`src/hdl/timer_set_regs.svh`:
```
`ifndef TIMER_SET_REGS_SVH
`define TIMER_SET_REGS_SVH

`define MAIN_WIDTH      16
`define SMALL_WIDTH     8
`define CHAN_COUNT      5
`define PRESCALE_WIDTH  8
`define MAIN_ZERO       16'h0000
`define SMALL_ZERO      8'h00
`define PRESCALE_ZERO   8'h00

`endif

```
`src/hdl/timer_set_pkg.sv`:
```
package timer_set_pkg;

  typedef enum logic [1:0] {
    CH_OFF     = 2'b00,
    CH_PWM     = 2'b01,
    CH_CAPTURE = 2'b11
  } chan_mode_t;

  typedef enum logic [1:0] {
    EDGE_RISE = 2'b01,
    EDGE_FALL = 2'b10,
    EDGE_BOTH = 2'b11,
    EDGE_NONE = 2'b00
  } edge_sel_t;

  typedef struct packed {
    chan_mode_t  mode;
    edge_sel_t   edge_sel;
    logic [15:0] compare;
  } main_chan_cfg_t;

  typedef struct packed {
    logic        enable;
    logic [7:0]  prescale;
    logic [7:0]  period;
    logic [7:0]  compare;
  } small_cfg_t;

  typedef struct packed {
    logic        enable;
    logic        ir_mode;
    logic [7:0]  prescale;
    logic [15:0] period;
  } main_cfg_t;

endpackage

```
`src/hdl/small_timer.sv`:
```
`timescale 1ns/1ns
`include "timer_set_regs.svh"

module small_timer (
  // Clock and reset.
  input  wire logic                     i_clock,
  input  wire logic                     i_sys_rst,
  // Configuration.
  input  wire timer_set_pkg::small_cfg_t i_cfg,
  // Results.
  output logic [`SMALL_WIDTH-1:0]       o_count,
  output logic                          o_pwm,
  output logic                          o_period_done
);

  logic [`PRESCALE_WIDTH-1:0] pre_q;
  logic [`PRESCALE_WIDTH-1:0] pre_d;
  logic [`SMALL_WIDTH-1:0]    cnt_q;
  logic [`SMALL_WIDTH-1:0]    cnt_d;
  logic                       pwm_q;
  logic                       pwm_d;
  logic                       done_q;
  logic                       done_d;
  logic                       tick;

  always_comb begin
    tick   = i_cfg.enable && (pre_q == i_cfg.prescale);
    pre_d  = i_cfg.enable ? (tick ? `PRESCALE_ZERO : pre_q + 8'h01) : `PRESCALE_ZERO;
    cnt_d  = cnt_q;
    done_d = 1'b0;
    if (!i_cfg.enable) begin
      cnt_d = `SMALL_ZERO;
    end else if (tick) begin
      if (cnt_q >= i_cfg.period) begin
        cnt_d  = `SMALL_ZERO;
        done_d = 1'b1;
      end else begin
        cnt_d = cnt_q + 8'h01;
      end
    end
    // Output is high while the count is below the compare value.
    pwm_d = i_cfg.enable && (cnt_d < i_cfg.compare);
  end

  always_ff @(posedge i_clock or posedge i_sys_rst) begin
    if (i_sys_rst) begin
      pre_q  <= `PRESCALE_ZERO;
      cnt_q  <= `SMALL_ZERO;
      pwm_q  <= 1'b0;
      done_q <= 1'b0;
    end else begin
      pre_q  <= pre_d;
      cnt_q  <= cnt_d;
      pwm_q  <= pwm_d;
      done_q <= done_d;
    end
  end

  assign o_count       = cnt_q;
  assign o_pwm         = pwm_q;
  assign o_period_done = done_q;

endmodule // small_timer

```
`src/hdl/timer_set.sv`:
```
`timescale 1ns/1ns
`include "timer_set_regs.svh"

module timer_set (
  // Clock and reset.
  input  wire logic                          i_clock,
  input  wire logic                          i_sys_rst,
  // Main timer configuration.
  input  wire timer_set_pkg::main_cfg_t      i_main_cfg,
  input  wire timer_set_pkg::main_chan_cfg_t i_chan_cfg [`CHAN_COUNT],
  // Small timer configuration.
  input  wire timer_set_pkg::small_cfg_t     i_small_a_cfg,
  input  wire timer_set_pkg::small_cfg_t     i_small_b_cfg,
  // Capture inputs from pins.
  input  wire logic [`CHAN_COUNT-1:0]        i_capture_pin,
  // Main timer results.
  output logic [`MAIN_WIDTH-1:0]             o_main_count,
  output logic                               o_main_period_done,
  output logic [`CHAN_COUNT-1:0]             o_chan_out,
  output logic [`MAIN_WIDTH-1:0]             o_capture_value [`CHAN_COUNT],
  output logic [`CHAN_COUNT-1:0]             o_capture_event,
  // Small timer results.
  output logic [`SMALL_WIDTH-1:0]            o_small_a_count,
  output logic                               o_small_a_pwm,
  output logic                               o_small_a_period_done,
  output logic [`SMALL_WIDTH-1:0]            o_small_b_count,
  output logic                               o_small_b_pwm,
  output logic                               o_small_b_period_done
);

  ////////////////////////////////////////////////////////////////////////////////
  // Small timers.

  // Timer A is tapped inside the block because IR mode paces and gates the main
  // timer with it; timer B only ever drives its own pins.
  logic small_a_pwm;
  logic small_a_done;

  small_timer u_small_a (
    .i_clock       (i_clock),
    .i_sys_rst     (i_sys_rst),
    .i_cfg         (i_small_a_cfg),
    .o_count       (o_small_a_count),
    .o_pwm         (small_a_pwm),
    .o_period_done (small_a_done)
  );

  small_timer u_small_b (
    .i_clock       (i_clock),
    .i_sys_rst     (i_sys_rst),
    .i_cfg         (i_small_b_cfg),
    .o_count       (o_small_b_count),
    .o_pwm         (o_small_b_pwm),
    .o_period_done (o_small_b_period_done)
  );

  assign o_small_a_pwm         = small_a_pwm;
  assign o_small_a_period_done = small_a_done;

  ////////////////////////////////////////////////////////////////////////////////
  // Main counter.

  logic [`PRESCALE_WIDTH-1:0] pre_q;
  logic [`PRESCALE_WIDTH-1:0] pre_d;
  logic [`MAIN_WIDTH-1:0]     cnt_q;
  logic [`MAIN_WIDTH-1:0]     cnt_d;
  logic                       done_q;
  logic                       done_d;
  logic                       pre_tick;
  logic                       tick;

  // The prescaler keeps running in IR mode although its tick is unused there, so
  // leaving IR mode resumes at whatever prescale phase it has reached, not at zero.
  // Dropping enable is the way to restart a timer from a known phase.
  // A period of zero makes the counter wrap on every tick.
  always_comb begin
    pre_tick = i_main_cfg.enable && (pre_q == i_main_cfg.prescale);
    pre_d    = (i_main_cfg.enable && !pre_tick) ? pre_q + 8'h01 : `PRESCALE_ZERO;
    // IR mode swaps the tick source for the first small timer's period pulse.
    tick     = i_main_cfg.ir_mode ? (i_main_cfg.enable && small_a_done) : pre_tick;
    cnt_d    = cnt_q;
    done_d   = 1'b0;
    if (!i_main_cfg.enable) begin
      cnt_d = `MAIN_ZERO;
    end else if (tick) begin
      if (cnt_q >= i_main_cfg.period) begin
        cnt_d  = `MAIN_ZERO;
        done_d = 1'b1;
      end else begin
        cnt_d = cnt_q + 16'h0001;
      end
    end
  end

  always_ff @(posedge i_clock or posedge i_sys_rst) begin
    if (i_sys_rst) begin
      pre_q  <= `PRESCALE_ZERO;
      cnt_q  <= `MAIN_ZERO;
      done_q <= 1'b0;
    end else begin
      pre_q  <= pre_d;
      cnt_q  <= cnt_d;
      done_q <= done_d;
    end
  end

  assign o_main_count       = cnt_q;
  assign o_main_period_done = done_q;

  ////////////////////////////////////////////////////////////////////////////////
  // Capture pin synchronisers: three stages, a change counts when stages two and
  // three agree, so stage one is read only by stage two.

  logic [`CHAN_COUNT-1:0] sync1_q;
  logic [`CHAN_COUNT-1:0] sync2_q;
  logic [`CHAN_COUNT-1:0] sync3_q;
  logic [`CHAN_COUNT-1:0] level_q;
  logic [`CHAN_COUNT-1:0] level_d;

  always_comb begin
    level_d = level_q;
    for (int i = 0; i < `CHAN_COUNT; i++) begin
      if (sync2_q[i] == sync3_q[i]) begin
        level_d[i] = sync3_q[i];
      end
    end
  end

  always_ff @(posedge i_clock or posedge i_sys_rst) begin
    if (i_sys_rst) begin
      sync1_q <= '0;
      sync2_q <= '0;
      sync3_q <= '0;
      level_q <= '0;
    end else begin
      sync1_q <= i_capture_pin;
      sync2_q <= sync1_q;
      sync3_q <= sync2_q;
      level_q <= level_d;
    end
  end

  ////////////////////////////////////////////////////////////////////////////////
  // Channels.

  logic [`CHAN_COUNT-1:0] out_q;
  logic [`CHAN_COUNT-1:0] out_d;
  logic [`CHAN_COUNT-1:0] cap_evt_q;
  logic [`CHAN_COUNT-1:0] cap_evt_d;
  logic [`MAIN_WIDTH-1:0] cap_val_q [`CHAN_COUNT];
  logic [`MAIN_WIDTH-1:0] cap_val_d [`CHAN_COUNT];

  // PWM outputs compare the next count, so each registered output lines up with the
  // count shown in the same cycle.
  // In IR mode the carrier is timer A's registered output, so the gated signal lags
  // timer A's own pin by one clock; the trade keeps every channel output a flip-flop.
  // A capture stores the count shown in the cycle before its event pulse, and it
  // still works with the main timer disabled, when it records zero.
  always_comb begin
    logic rise;
    logic fall;
    logic hit;
    rise = 1'b0;
    fall = 1'b0;
    hit  = 1'b0;
    for (int i = 0; i < `CHAN_COUNT; i++) begin
      rise         = level_d[i] && !level_q[i];
      fall         = !level_d[i] && level_q[i];
      hit          = (rise && i_chan_cfg[i].edge_sel[0]) || (fall && i_chan_cfg[i].edge_sel[1]);
      cap_val_d[i] = cap_val_q[i];
      cap_evt_d[i] = 1'b0;
      out_d[i]     = 1'b0;
      unique case (i_chan_cfg[i].mode)
        timer_set_pkg::CH_PWM: begin
          out_d[i] = i_main_cfg.enable && (cnt_d < i_chan_cfg[i].compare);
          if (i_main_cfg.ir_mode) begin
            out_d[i] = out_d[i] && small_a_pwm;
          end
        end
        timer_set_pkg::CH_CAPTURE: begin
          if (hit) begin
            cap_val_d[i] = cnt_q;
            cap_evt_d[i] = 1'b1;
          end
        end
        default: begin
          out_d[i] = 1'b0;
        end
      endcase
    end
  end

  always_ff @(posedge i_clock or posedge i_sys_rst) begin
    if (i_sys_rst) begin
      out_q     <= '0;
      cap_evt_q <= '0;
      for (int i = 0; i < `CHAN_COUNT; i++) begin
        cap_val_q[i] <= `MAIN_ZERO;
      end
    end else begin
      out_q     <= out_d;
      cap_evt_q <= cap_evt_d;
      for (int i = 0; i < `CHAN_COUNT; i++) begin
        cap_val_q[i] <= cap_val_d[i];
      end
    end
  end

  assign o_chan_out      = out_q;
  assign o_capture_event = cap_evt_q;
  assign o_capture_value = cap_val_q;

endmodule // timer_set

```
`config.mk`:
```
export PLATFORM = sky130hd
export DESIGN_NAME = timer_set
export DESIGN_NICKNAME = d
export VERILOG_FILES = /design/src/hdl/timer_set_pkg.sv /design/src/hdl/small_timer.sv /design/src/hdl/timer_set.sv
export VERILOG_INCLUDE_DIRS = /design/src /design/src/hdl
export SDC_FILE = /design/constraint.sdc
export NUM_CORES = 1
export LEC_CHECK = 0
export BUFFER_PORTS_ARGS = -buffer_cell sky130_fd_sc_hd__buf_2
export CORE_MARGIN = 3
export CORE_UTILIZATION = 40
export CTS_BUF_LIST = sky130_fd_sc_hd__clkbuf_2
export CTS_CLUSTER_SIZE = 28
export DETAILED_ROUTE_END_ITERATION = 6
export GPL_TIMING_DRIVEN = 0
export PLACE_DENSITY = 0.75
export RECOVER_POWER = 100
export SYNTH_ARGS = -nofsm -noshare
export SYNTH_HDL_FRONTEND = slang
export SYNTH_SLANG_ARGS = --single-unit
```
`constraint.sdc`:
```
create_clock -name i_clock -period 15.6 [get_ports i_clock]
set_clock_uncertainty 0.15 [all_clocks]
set_input_delay 3.12 -clock i_clock [delete_from_list [all_inputs] [get_ports i_clock]]
set_output_delay 3.12 -clock i_clock [all_outputs]
set_load 0.01 [all_outputs]
```
=== Word-level counts from Yosys, hierarchy flattened ===
Cells that the tools add are included.

* Register bits: 171
* Input bits: 183

* $add $sub $neg: 6
* Order comparisons: 10
* Reduce and logical (&&, ||, !) cells: 58
* Equal/unequal tests: 18
* Mux-type cells: 49

{| class="wikitable"
|+ Operators by type and width
! kind !! number
|-
| $mux W8 || 11
|-
| $lt A16 B16 Y1 || 5
|-
| $mux W16 || 3
|-
| $add A8 B1 Y8 const B || 5
|-
| $logic_and A1 B1 Y1 || 37
|-
| $mux W1 || 35
|-
| $eq A8 B8 Y1 || 3
|-
| $add A16 B1 Y16 const B || 1
|-
| $ge A16 B16 Y1 || 1
|-
| $ge A8 B8 Y1 || 2
|-
| $lt A8 B8 Y1 || 2
|-
| $logic_not A1 Y1 || 11
|-
| $eq A2 B1 Y1 const B || 5
|-
| $eq A2 B2 Y1 const B || 5
|-
| $reduce_and A2 Y1 || 5
|-
| $eq A1 B1 Y1 || 5
|-
| $logic_or A1 B1 Y1 || 5
|}

=== Logic depth before layout (Yosys ltp) ===
Gate-level depths: netlist of run 1.

* Depth in word-level cells: 10
* Gate-level depth with buffers: 16

=== By module ===
Synthesis of run 1 repeated with hierarchy kept, for this count alone.

* Cell total of the unflattened synthesis: 988
* Area total of the unflattened synthesis: 10377.5 µm²

{| class="wikitable"
|+ By module, submodules not included
! module !! area each (µm²) !! sequential area each (µm²) !! cells each !! times used
|-
| timer_set || 7621.1 || 3378.2 || 690 || 1
|-
| small_timer (u_small_b) || 1383.8 || 450.4 || 149 || 1
|-
| small_timer (u_small_a) || 1372.6 || 450.4 || 149 || 1
|}

=== Worst setup path before layout of run 1 ===
Ideal clock, no wire load.

* Kind: in2reg
* Start: input port i_main_cfg[11] (netlist bit)
* End: register out_q[0] (netlist: o_chan_out[0])
* Setup slack: 8.909 ns
* Arrival time: 6.421 ns
* Setup time: 0.120 ns
* Stages on the path: 16
* Cell sequence: inv_1 > ha_1 > a21oi_1 > o21ai_1 > a2111oi_2 > o21a_1 > o21ai_0 > buf_2 > a21oi_1 > ha_1 > o211ai_1 > or4_1 > a21oi_1 > nand3_1 > a211o_1 > and3b_1

* Cells in the longest elaborated chain, start to end: 9

{| class="wikitable"
|+ Ends and longest elaborated chain
! element !! RTL line !! source
|-
| from (decl) || timer_set.sv:9 || <nowiki>input wire timer_set_pkg::main_cfg_t i_main_cfg,</nowiki>
|-
| $ge A16 B16 Y1 * || timer_set.sv:86 || <nowiki>if (cnt_q >= i_main_cfg.period) begin</nowiki>
|-
| $mux W16 * || timer_set.sv:86 ||
|-
| $mux W16 * || timer_set.sv:85 || <nowiki>end else if (tick) begin</nowiki>
|-
| $mux W16 * || timer_set.sv:83 || <nowiki>if (!i_main_cfg.enable) begin</nowiki>
|-
| via cnt_d[7] || timer_set.sv:66 || <nowiki>logic [`MAIN_WIDTH-1:0] cnt_d;</nowiki>
|-
| $lt A16 B16 Y1 * || timer_set.sv:175 || <nowiki>out_d[i] = i_main_cfg.enable && (cnt_d < i_chan_cfg[i].compare);</nowiki>
|-
| $logic_and A1 B1 Y1 * || timer_set.sv:175 ||
|-
| $logic_and A1 B1 Y1 || timer_set.sv:177 || <nowiki>out_d[i] = out_d[i] && small_a_pwm;</nowiki>
|-
| $mux W1 * || timer_set.sv:176 || <nowiki>if (i_main_cfg.ir_mode) begin</nowiki>
|-
| $mux W1 * || timer_set.sv:173 || <nowiki>unique case (i_chan_cfg[i].mode)</nowiki>
|-
| via out_d[0] || timer_set.sv:147 || <nowiki>logic [`CHAN_COUNT-1:0] out_d;</nowiki>
|-
| to (signal assigned) || timer_set.sv:201 || <nowiki>out_q <= out_d;</nowiki>
|-
| to (decl) || timer_set.sv:146 || <nowiki>logic [`CHAN_COUNT-1:0] out_q;</nowiki>
|}

The timed path passes the listed nets; every way through them passes the cells marked *.
A chain may end at the register's enable or synchronous reset.

==> qor.yml, run 1 <==
cells_and_area:
  multiInputGateArea_sq_um: 5340
  layout-drive-gt1-share_pct: 22.6
  final_net_count: 1633
  area.growth.synth_to_final_pct: 19.7
  seqCellArea_sq_um: 4280
  fill_cells: 2437
  layout_common_cells: "177 x buf_2, 171 x dfrtp_1, 145 x clkbuf_1"
  final_common_cell: "buf_2"
timing:
  hold_viol: 0
  final.min_clock_period_ps: 9810
  period_share_pct: 62.9
  final_max_slew_viol_count: 174
  tns_ps: 0
  rsz0062_at_grt: "no"
  max_freq_mhz: 102
  worst_slew_pin_slew_ps: 6310
  relSlewSlack_pct: -321
  finalWorstSetupSlack_ps: 5790
  setup_viol: 0
die:
  core.rowCount: 57
  num_io_pins: 310
  dieArea_sq_um: 27500
  initial_core_util_pct: 41.4
  core_area_sq_um: 24700
  die_h_microns: 166
  die_w_microns: 166
clock_network:
  cts_tree: "built"
  clk_pin_slew_ps: 260
  cts_hold_buf: 0
  cts_made_buffers: 17
  cts_num_sinks: 171
  cts_root_buf: "clkbuf_2"
  cts_setup_buffers: 0
  cts_max_path_buffers: 2
  h-tree-depth: 4
  post_cts_resized: 0
  clk-insertion-delay-late_ps: 730
synthesis:
  synth_cell_types: 54
  synth_edf_count: 0
  async_flop_share_pct: 100
  avgSynthCellArea_sq_um: 10.3
  ys.warnings.count: 0
  syn_inst: 994
  synthFlopType: "dfrtp_1"
  syn-cell-area_sq_um: 10200
  synth.yosys.seq_area_share_pct: 41.9
  syn_nets: 1304
  synth_seq_cells: 171
detailed_routing:
  vias: 8687
  vias_per_cell: 5.23
  dr.pass1.iters: 5
  postRouteAntennaNets: 0
  drc: 0
  wl_per_cell_microns: 17.4
  drt-initial-drc-count: 409
  drt_wl_total_microns: 28900
hold_path:
  hold_depth: 0
  hold_path.class: "reg -> reg"
  whs_endpoint: "sync2_q[4]"
  min_from: "sync1_q[4]"
grt:
  overflow: 0
  antenna_found_initial: 2
  grt_pass1_wl_microns: 45500
  grt_usage_pct: 20.4
  grt_max_degree: 120
  grt_pass1_vias: 8744
power_and_ir_drop:
  finalPower_mw: 0.781
  leakage_nw: 6.49
  power.density_nw_per_um2: 63.9
  ir_drop_mv: 0.0370
placement:
  finalWeightedCongestion: 0.834
  portBuffers: 309
  place_ws_ps: 7760
  hpwl_microns: 23000
critical_path:
  cpMostUsedCell: "clkbuf_1"
  r2r_slack_ps: 9520
  cp_max_fo: 119
  critical_path.slowest_cell: "clkbuf_1"
  cp_cell_sequence: "clkbuf_1 -> clkinvlp_2 -> clkbuf_1"
  endpoint_kind: "async pin"
  worst-path-buf-inv: 3
  crit_type: "in -> async"
  cp_num_cells: 3
  rr_worst_depth: 13
  cp.arrival_ps: 9070
  critPathMaxStageDelay_ps: 4460
  crit_family: "buffers and inverters"
  r2r-start: "o_main_count[13]"
  r2r-end: "o_chan_out[0]"
  required_ps: 14860
  cp-start-kind: "input port"
flow_run:
  max-cap-violations: 2
outcome:
  outcome: "complete, but fails checks"
  violations: "max-capacitance violations, max-slew violations"
==> how the worst max path moves through the flow <==
stage	end	from	slack, ps
finish	o_capture_event[1]	i_sys_rst	5790
global placement	level_q[1]	i_sys_rst	5730
global route	o_main_count[4]	i_sys_rst	4380
floorplan	level_q[0]	i_sys_rst	7700
CTS	o_chan_out[0]	i_main_cfg[9]	8630
detailed placement	o_chan_out[0]	i_main_cfg[9]	7760
==> synth_stat cells (3+ instances only) <==
cell type | number | area, sq um
a31oi_1 | 4 | 25.0
xor2_1 | 32 | 280
o21ai_0 | 32 | 160
nand4_1 | 29 | 181
o21a_1 | 20 | 150
and3_1 | 12 | 75.1
a2111oi_0 | 9 | 78.8
or3_1 | 11 | 68.8
ha_1 | 127 | 1590
nand3b_1 | 3 | 22.5
dfrtp_1 | 171 | 4280
mux2_2 | 80 | 901
clkbuf_1 | 6 | 22.5
nor3b_1 | 4 | 30.0
o2111ai_1 | 4 | 35.0
nor2b_1 | 12 | 75.1
nand2_1 | 37 | 139
a31o_2 | 3 | 26.3
nand4b_1 | 7 | 61.3
a21oi_1 | 53 | 265
inv_1 | 137 | 514
nor2_1 | 55 | 206
maj3_1 | 5 | 50.1
nand3_1 | 42 | 210
nor3_1 | 14 | 70.1
a21o_1 | 15 | 113
a211oi_1 | 5 | 37.5
xnor2_1 | 23 | 201
o22ai_1 | 4 | 25.0
buf_2 | 6 | 30.0
==> kinds of logic after synthesis <==
| family | Yosys count | synth area share, % |
|---|---|---|
| buffers and inverters | 151 | 5.66 |
| AO/OA/AOI/OAI | 163 | 10.2 |
| XOR/XNOR | 55 | 4.72 |
| flip-flops | 171 | 41.9 |
| adder cells (fa/ha/maj) | 132 | 16.1 |
| multiplexers | 80 | 8.82 |
| AND/OR/NAND/NOR | 242 | 12.6 |
==> worst reg2reg max path: stages, from the launching register on <==
cell and delay (ps):
dfrtp_1 640, ha_1 320, a211oi_1 250, nor2_1 90
a2111oi_0 870, o21ai_0 700, or4_1 670, a31oi_1 730
ha_1 390, and3_1 180, a2111oi_0 450, nand2_1 120
a221oi_1 320, and3b_1 190
==> state kept, by name, indices dropped and copies added, names as in the netlist, 5 cells and up <==
signal and count:
level_q 5, o_capture_event 5, o_capture_value 80, o_chan_out 5, o_main_count 16, pre_q 8
sync1_q 5, sync2_q 5, sync3_q 5, u_small_a.o_count 8, u_small_a.pre_q 8, u_small_b.o_count 8
u_small_b.pre_q 8
==> power by group <==
group / internal (mW) / switching (mW) / leakage (nW) / total, mW
clock network: 0.0524 / 0.186 / 0.143 / 0.239
registers: 0.451 / 0.00643 / 2.33 / 0.458
logic: 0.0381 / 0.0462 / 4.02 / 0.0843
==> routing by layer <==
metal,vias up,global-route usage (%),part of all wire (%)
met4,4,5.93,2.2
li1,4160,-,-
met2,316,35.0,49
met5,-,0,0.055
met1,4163,26.0,43
met3,44,4.24,6.2
==> metrics by stage <==
stage          instances  hold WS, ps  utilization (%)  instance area (sq um)
4_1_cts             1660          243             50.4                  12400
3_5_place_dp        1628          187             49.4                  12200
2_1_floorplan        994          181                -                  10200
5_1_grt             1660          252             49.5                  12200
6_report            1661          239             49.5                  12200
3_3_place_gp        1627          185             49.3                  12200
==> cell type report <==
type                    instances  share of cell area (%)
inverters                     137                    4.22
flip-flops and latches        171                    35.0
repair buffers                310                    11.3
well taps                     324                    3.32
clock buffers                  17                   0.696
plain buffers                  14                   0.461
diodes                          1                  0.0205
clock inverters                15                    1.28
multi-input cells             672                    43.7
(Power assumes the default switching activity.)
==> run 2: changes to the inputs <==
--- a/config.mk
+++ b/config.mk
@@ -6,6 +6,7 @@
 export SDC_FILE = /design/constraint.sdc
 export NUM_CORES = 1
 export LEC_CHECK = 0
+export ABC_AREA = 1
 export BUFFER_PORTS_ARGS = -buffer_cell sky130_fd_sc_hd__buf_2
 export CORE_MARGIN = 3
 export CORE_UTILIZATION = 40
==> constraint.sdc (replaced) <==
create_clock -name i_clock -period 9.1 [get_ports i_clock]
set_clock_uncertainty 0.15 [all_clocks]
set_input_delay 1.82 -clock i_clock [delete_from_list [all_inputs] [get_ports i_clock]]
set_output_delay 1.82 -clock i_clock [all_outputs]
set_load 0.01 [all_outputs]
==> run 2 against run 1 <==
The flow still finishes with violations (max-capacitance violations, max-slew violations). Via count is 8.3% higher. Clock power is 90% higher. Largest cell class unchanged. Hold slack better by 5.1 ps. Global-route usage is 0.59 points higher. Count of clock-buffer cells in the layout stayed put. Area after synthesis stayed put. Flip-flop and latch count stayed put.
==> qor.yml, run 2 <==
outcome:
  outcome: "complete, but fails checks"
  violations: "max-capacitance violations, max-slew violations"
timing:
  tns_ps: 0
  hold_viol: 0
  relSlewSlack_pct: -80.8
  period_share_pct: 56.2
  rsz0062_at_grt: "no"
  worst_slew_pin_slew_ps: 2700
  max_freq_mhz: 196
  final_max_slew_viol_count: 57
  setup_viol: 0
  final.min_clock_period_ps: 5110
  whs_ps: 244
die:
  dieArea_sq_um: 27500
  core_area_sq_um: 24700
  die_h_microns: 166
  die_w_microns: 166
  num_io_pins: 310
  initial_core_util_pct: 41.4
  core.rowCount: 57
grt:
  grt_pass1_wl_microns: 47100
  overflow: 0
  grt_max_degree: 116
  grt_usage_pct: 21.0
  antenna_found_initial: 3
  grt_pass1_vias: 9370
clock_network:
  cts_tree: "built"
  cts_setup_buffers: 0
  cts_num_sinks: 171
  post_cts_resized: 0
  clk-insertion-delay-late_ps: 740
  h-tree-depth: 4
  cts_made_buffers: 17
  cts_max_path_buffers: 2
  cts_root_buf: "clkbuf_2"
  cts_hold_buf: 0
  clk_pin_slew_ps: 300
detailed_routing:
  drt-initial-drc-count: 519
  dr.pass1.iters: 5
  wl_per_cell_microns: 15.2
  postRouteAntennaNets: 0
  vias_per_cell: 4.89
  vias: 9408
  drc: 0
  drt_wl_total_microns: 29300
synthesis:
  synth.yosys.seq_area_share_pct: 41.9
  syn_nets: 1568
  synth_most_common_cell: "nand2_1"
  ys.warnings.count: 0
  synth_seq_cells: 171
  avgSynthCellArea_sq_um: 8.11
  synthAdderAreaFrac_pct: 15.6
  synth-compound-area-share_pct: 10.6
  synth_cell_types: 41
  synthTopCellsByArea: "dfrtp_1 42%, ha_1 16%, nand2_1 9.9%"
  synthFlopType: "dfrtp_1"
  async_flop_share_pct: 100
  syn_inst: 1258
  synth_commonest_cells: "269 x nand2_1, 237 x inv_1, 171 x dfrtp_1, 127 x ha_1, 106 x o21ai_0"
  yosys.area_share.simple_pct: 20.6
  syn-cell-area_sq_um: 10200
  synth_edf_count: 0
  synth_top_family_by_area: "simple AND/OR/NAND/NOR gates"
  yosysTopAreaCellShare_pct: 41.9
  synth_top_area_cell: "dfrtp_1"
  synthXorXnorAreaFrac_pct: 1.97
  muxShareOfSynthArea_pct: 0
critical_path:
  cp-start-kind: "input port"
  cp_max_fo: 7
  endpoint_kind: "flop"
  crit_type: "in -> reg"
  cp.arrival_ps: 5620
  required_ps: 9610
power_and_ir_drop:
  ir_drop_mv: 0.0813
  power.density_nw_per_um2: 119
  leakage_nw: 6.82
placement:
  postPlaceCellArea_sq_um: 12200
  hpwl_microns: 23500
  portBuffers: 309
  finalWeightedCongestion: 0.887
cells_and_area:
  largest_reg_flops: 80
  layout-drive-gt1-share_pct: 14.2
  final_common_cell: "nand2_1"
  layout_common_cells: "269 x nand2_1, 237 x inv_1, 179 x buf_2"
  area.growth.synth_to_final_pct: 20.6
  design_area_sq_um: 12300
  final_net_count: 1897
flow_run:
  max-cap-violations: 1
hold_path:
  hold_path.class: "reg -> reg"
## run 2: cell types whose count changed in the layout (fill, tap and decap cells not counted), moves of 18 or more
cell,previous run,this run
o21ai_0,34,107
nand2_1,37,269
xor2_1,32,14
o21a_1,20,1
nor2_1,55,100
inv_1,136,237
mux2_2,80,0
## run 2: kinds of logic (layout without fill, tap and decap cells)
family	Yosys count	count (layout)
flip-flops	171	171
AND/OR/NAND/NOR	485	485
buffers and inverters	256	598
XOR/XNOR	23	23
other	0	1
AO/OA/AOI/OAI	196	196
adder cells (fa/ha/maj)	127	127
## run 2: final timing paths
check / from / endpoint / slack, ps / cells past startpoint
min in group asynchronous: i_sys_rst / sync1_q[0] / 1620 / 2
worst max register to register: o_main_count[0] / o_chan_out[1] / 4500 / 19
worst min-delay path: sync1_q[2] / sync2_q[2] / 240 / 0
worst max-delay path: i_main_cfg[5] / o_chan_out[1] / 3990 / 18
max in group asynchronous: i_sys_rst / o_capture_value[46] / 5780 / 3
worst min register to register: sync1_q[2] / sync2_q[2] / 240 / 0
## run 2: stage by stage
step           utilization, %  power (mW)  setup WS, ps  std cells
2_1_floorplan               -       0.923          2500       1258
3_3_place_gp             49.3        1.01           458       1891
3_5_place_dp             49.4        1.02          3510       1892
4_1_cts                  50.6        1.48          4350       1924
5_1_grt                  49.9        1.55          3800       1925
6_report                 49.9        1.46          3990       1925
## run 2: critical path, cell delays in order
cell and delay [ps]:
buf_2 80, inv_1 30, ha_1 300, a21oi_1 160, nor2_1 60, nor3_1 160
nand2_1 100, a21oi_1 370, nor2_1 120, nor2_1 320, inv_1 220, nor3_1 840
ha_1 400, nand2_1 90, nor2_1 50, a211oi_1 180, nand2_1 150, a21oi_1 160
## run 2: area by class of cell
type	instances	area (sq um)
inverters	241	906
well taps	324	405
multi-input cells	831	4950
diodes	1	2.50
clock inverters	15	214
plain buffers	15	56.3
clock buffers	17	85.1
flip-flops and latches	171	4280
fillers	2501	12400
repair buffers	310	1410
## run 2: where the power goes
group / leakage [nW] / internal (mW) / switching, mW
clock network: 0.166 / 0.107 / 0.348
registers: 2.32 / 0.786 / 0.0179
logic: 4.34 / 0.0785 / 0.121
## run 2: metal layers
layer	wire, microns	GRT usage (%)	vias up
met4	519	5.53	4
met1	13100	27.0	4338
met2	13700	35.5	301
met5	21	0	-
li1	-	-	4720
met3	1950	5.21	45
==> run 3: changes to the inputs <==
--- a/config.mk
+++ b/config.mk
@@ -6,7 +6,7 @@
 export SDC_FILE = /design/constraint.sdc
 export NUM_CORES = 1
 export LEC_CHECK = 0
-export ABC_AREA = 1
+export ABC_AREA = 0
 export BUFFER_PORTS_ARGS = -buffer_cell sky130_fd_sc_hd__buf_2
 export CORE_MARGIN = 3
 export CORE_UTILIZATION = 40
@@ -14,7 +14,7 @@
 export CTS_CLUSTER_SIZE = 28
 export DETAILED_ROUTE_END_ITERATION = 6
 export GPL_TIMING_DRIVEN = 0
-export PLACE_DENSITY = 0.75
+export PLACE_DENSITY = 0.77
 export RECOVER_POWER = 100
 export SYNTH_ARGS = -nofsm -noshare
 export SYNTH_HDL_FRONTEND = slang
==> constraint.sdc (replaced) <==
create_clock -name i_clock -period 4.2 [get_ports i_clock]
set_clock_uncertainty 0.15 [all_clocks]
set_input_delay 0.84 -clock i_clock [delete_from_list [all_inputs] [get_ports i_clock]]
set_output_delay 0.84 -clock i_clock [all_outputs]
set_load 0.01 [all_outputs]
==> run 3 against run 2 <==
Register-to-register slack worse by 4500 ps. Flip-flop and latch count stayed put. Largest power group unchanged. Critical path depth is 2 lower. Non-clock buffer count is 31 higher. Combinational power is 70% higher. Die area stayed put. Routed wire length is 1.2% higher. Final area is 3.9% higher. Total power is 100% higher. Via count is 4.9% lower. The run still ends with max-capacitance violations, max-slew violations left. Highest routed layer unchanged. Sequential share of layout area is 1.2 points lower. Hold slack worse by 44 ps.
==> qor.yml, run 3 (synthesized netlist as in run 1, its figures left out) <==
outcome:
  outcome: "complete, but fails checks"
  violations: "max-capacitance violations, max-slew violations"
timing:
  rsz0062_at_grt: "yes"
  max_freq_mhz: 239
  period_share_pct: 99.8
  setup_viol: 0
  finalWorstSetupSlack_ps: 7.54
  tns_ps: 0
  relSlewSlack_pct: -35.9
  final_max_slew_viol_count: 112
  final.min_clock_period_ps: 4190
  worst_slew_pin_slew_ps: 2040
  hold_viol: 0
grt:
  grt_usage_pct: 20.8
  antenna_found_initial: 3
  grt_max_degree: 41
  grt_pass1_wl_microns: 46500
  overflow: 0
  grt_pass1_vias: 8938
cells_and_area:
  final_net_count: 1665
  area.growth.synth_to_final_pct: 25.3
  final_common_cell: "buf_2"
  layout_common_cells: "191 x buf_2, 163 x dfrtp_1, 136 x clkbuf_1"
  seqCellArea_sq_um: 4290
  layout-drive-gt1-share_pct: 27.3
  multiInputGateArea_sq_um: 5600
  fin_util_pct: 51.8
  largest_reg_flops: 80
  fill_cells: 2276
clock_network:
  cts_max_path_buffers: 2
  clk_pin_slew_ps: 300
  cts_made_buffers: 17
  clk-insertion-delay-late_ps: 730
  cts_num_sinks: 171
  cts_root_buf: "clkbuf_2"
  cts_tree: "built"
  h-tree-depth: 4
die:
  core.rowCount: 57
  dieArea_sq_um: 27500
  die_h_microns: 166
  initial_core_util_pct: 41.4
  num_io_pins: 310
  core_area_sq_um: 24700
  die_w_microns: 166
critical_path:
  cp-start-kind: "flop"
  crit_type: "reg -> reg"
  endpoint_kind: "flop"
  cp_max_fo: 10
  required_ps: 4710
  cp.arrival_ps: 4700
detailed_routing:
  postRouteAntennaNets: 0
  drc: 0
  vias_per_cell: 5.28
  drt_wl_total_microns: 29700
  drt-initial-drc-count: 524
  vias: 8943
  wl_per_cell_microns: 17.5
  dr.pass1.iters: 4
power_and_ir_drop:
  finalPower_mw: 2.94
  ir_drop_mv: 0.159
  leakage_nw: 6.71
  power.density_nw_per_um2: 230
placement:
  hpwl_microns: 23000
  finalWeightedCongestion: 0.887
  portBuffers: 309
  place_ws_ps: -863
hold_path:
  hold_path.class: "in -> reg"
flow_run:
  max-cap-violations: 3
[run 3: cell types whose count changed in the layout (fill, tap and decap cells not counted), moves of 48 or more]
cell	change
nand2_1	-232
nor2_1	-48
mux2_2	+80
inv_1	-102
o21ai_0	-77
[run 3: report_power, final]
group	switching [mW]	total [mW]	internal, mW
Sequential	0.0230	1.70	1.68
Clock	0.702	0.905	0.203
Combinational	0.185	0.338	0.153
[run 3: final timing paths]
path	depth (start not counted)	startpoint	to	slack, ps
max	16	o_main_count[11]	o_chan_out[0]	8
max reg2reg	16	o_main_count[11]	o_chan_out[0]	8
min in group asynchronous	3	i_sys_rst	u_small_b.o_count[2]	690
min	3	i_small_b_cfg[0]	u_small_b.o_pwm	200
min reg2reg	0	sync1_q[2]	sync2_q[2]	230
max in group asynchronous	4	i_sys_rst	o_main_count[0]	480
[run 3: worst max-delay path, stage by stage (launching register included)]
cell	delay, ps
dfrtp_1	480
ha_1	340
a21oi_1	270
o21ai_2	130
a2111oi_4	300
buf_4	200
o21a_4	180
o21ai_4	100
buf_12	220
a21oi_4	230
ha_1	190
nand3_1	90
or4_1	540
a21oi_2	180
nand3_1	90
a211o_1	260
and3b_1	160
[run 3: area by class of cell]
class	count	share of cell area, %
Clock buffer	18	0.704
Timing Repair Buffer	342	12.9
Clock inverter	14	1.23
Multi-Input combinational cell	672	43.8
Antenna cell	2	0.0391
Tap cell	324	3.17
Sequential cell	171	33.5
Inverter	137	4.06
Buffer	14	0.568
[run 3: metrics by stage]
step	cell area [sq um]	instances	hold WS, ps
6_report	12800	1694	200
5_1_grt	12800	1694	92.3
3_3_place_gp	12300	1627	182
2_1_floorplan	10300	994	181
3_5_place_dp	12300	1631	186
4_1_cts	12700	1673	110
[run 3: what timing repair did]
item	in CTS	in global routing
hold endpoints to repair	29	0
hold buffers	6	0
setup endpoints to repair	5	6
gates resized for setup	20	21
setup buffers	4	19
pin swaps	1	4
[run 3: routing by layer]
layer / vias up / track usage [%] / routed length (microns)
li1: 4236 / - / -
met1: 4311 / 26.0 / 12300
met2: 336 / 35.3 / 14600
met3: 58 / 4.83 / 1970
met4: 2 / 7.70 / 876
met5: - / 0 / 7
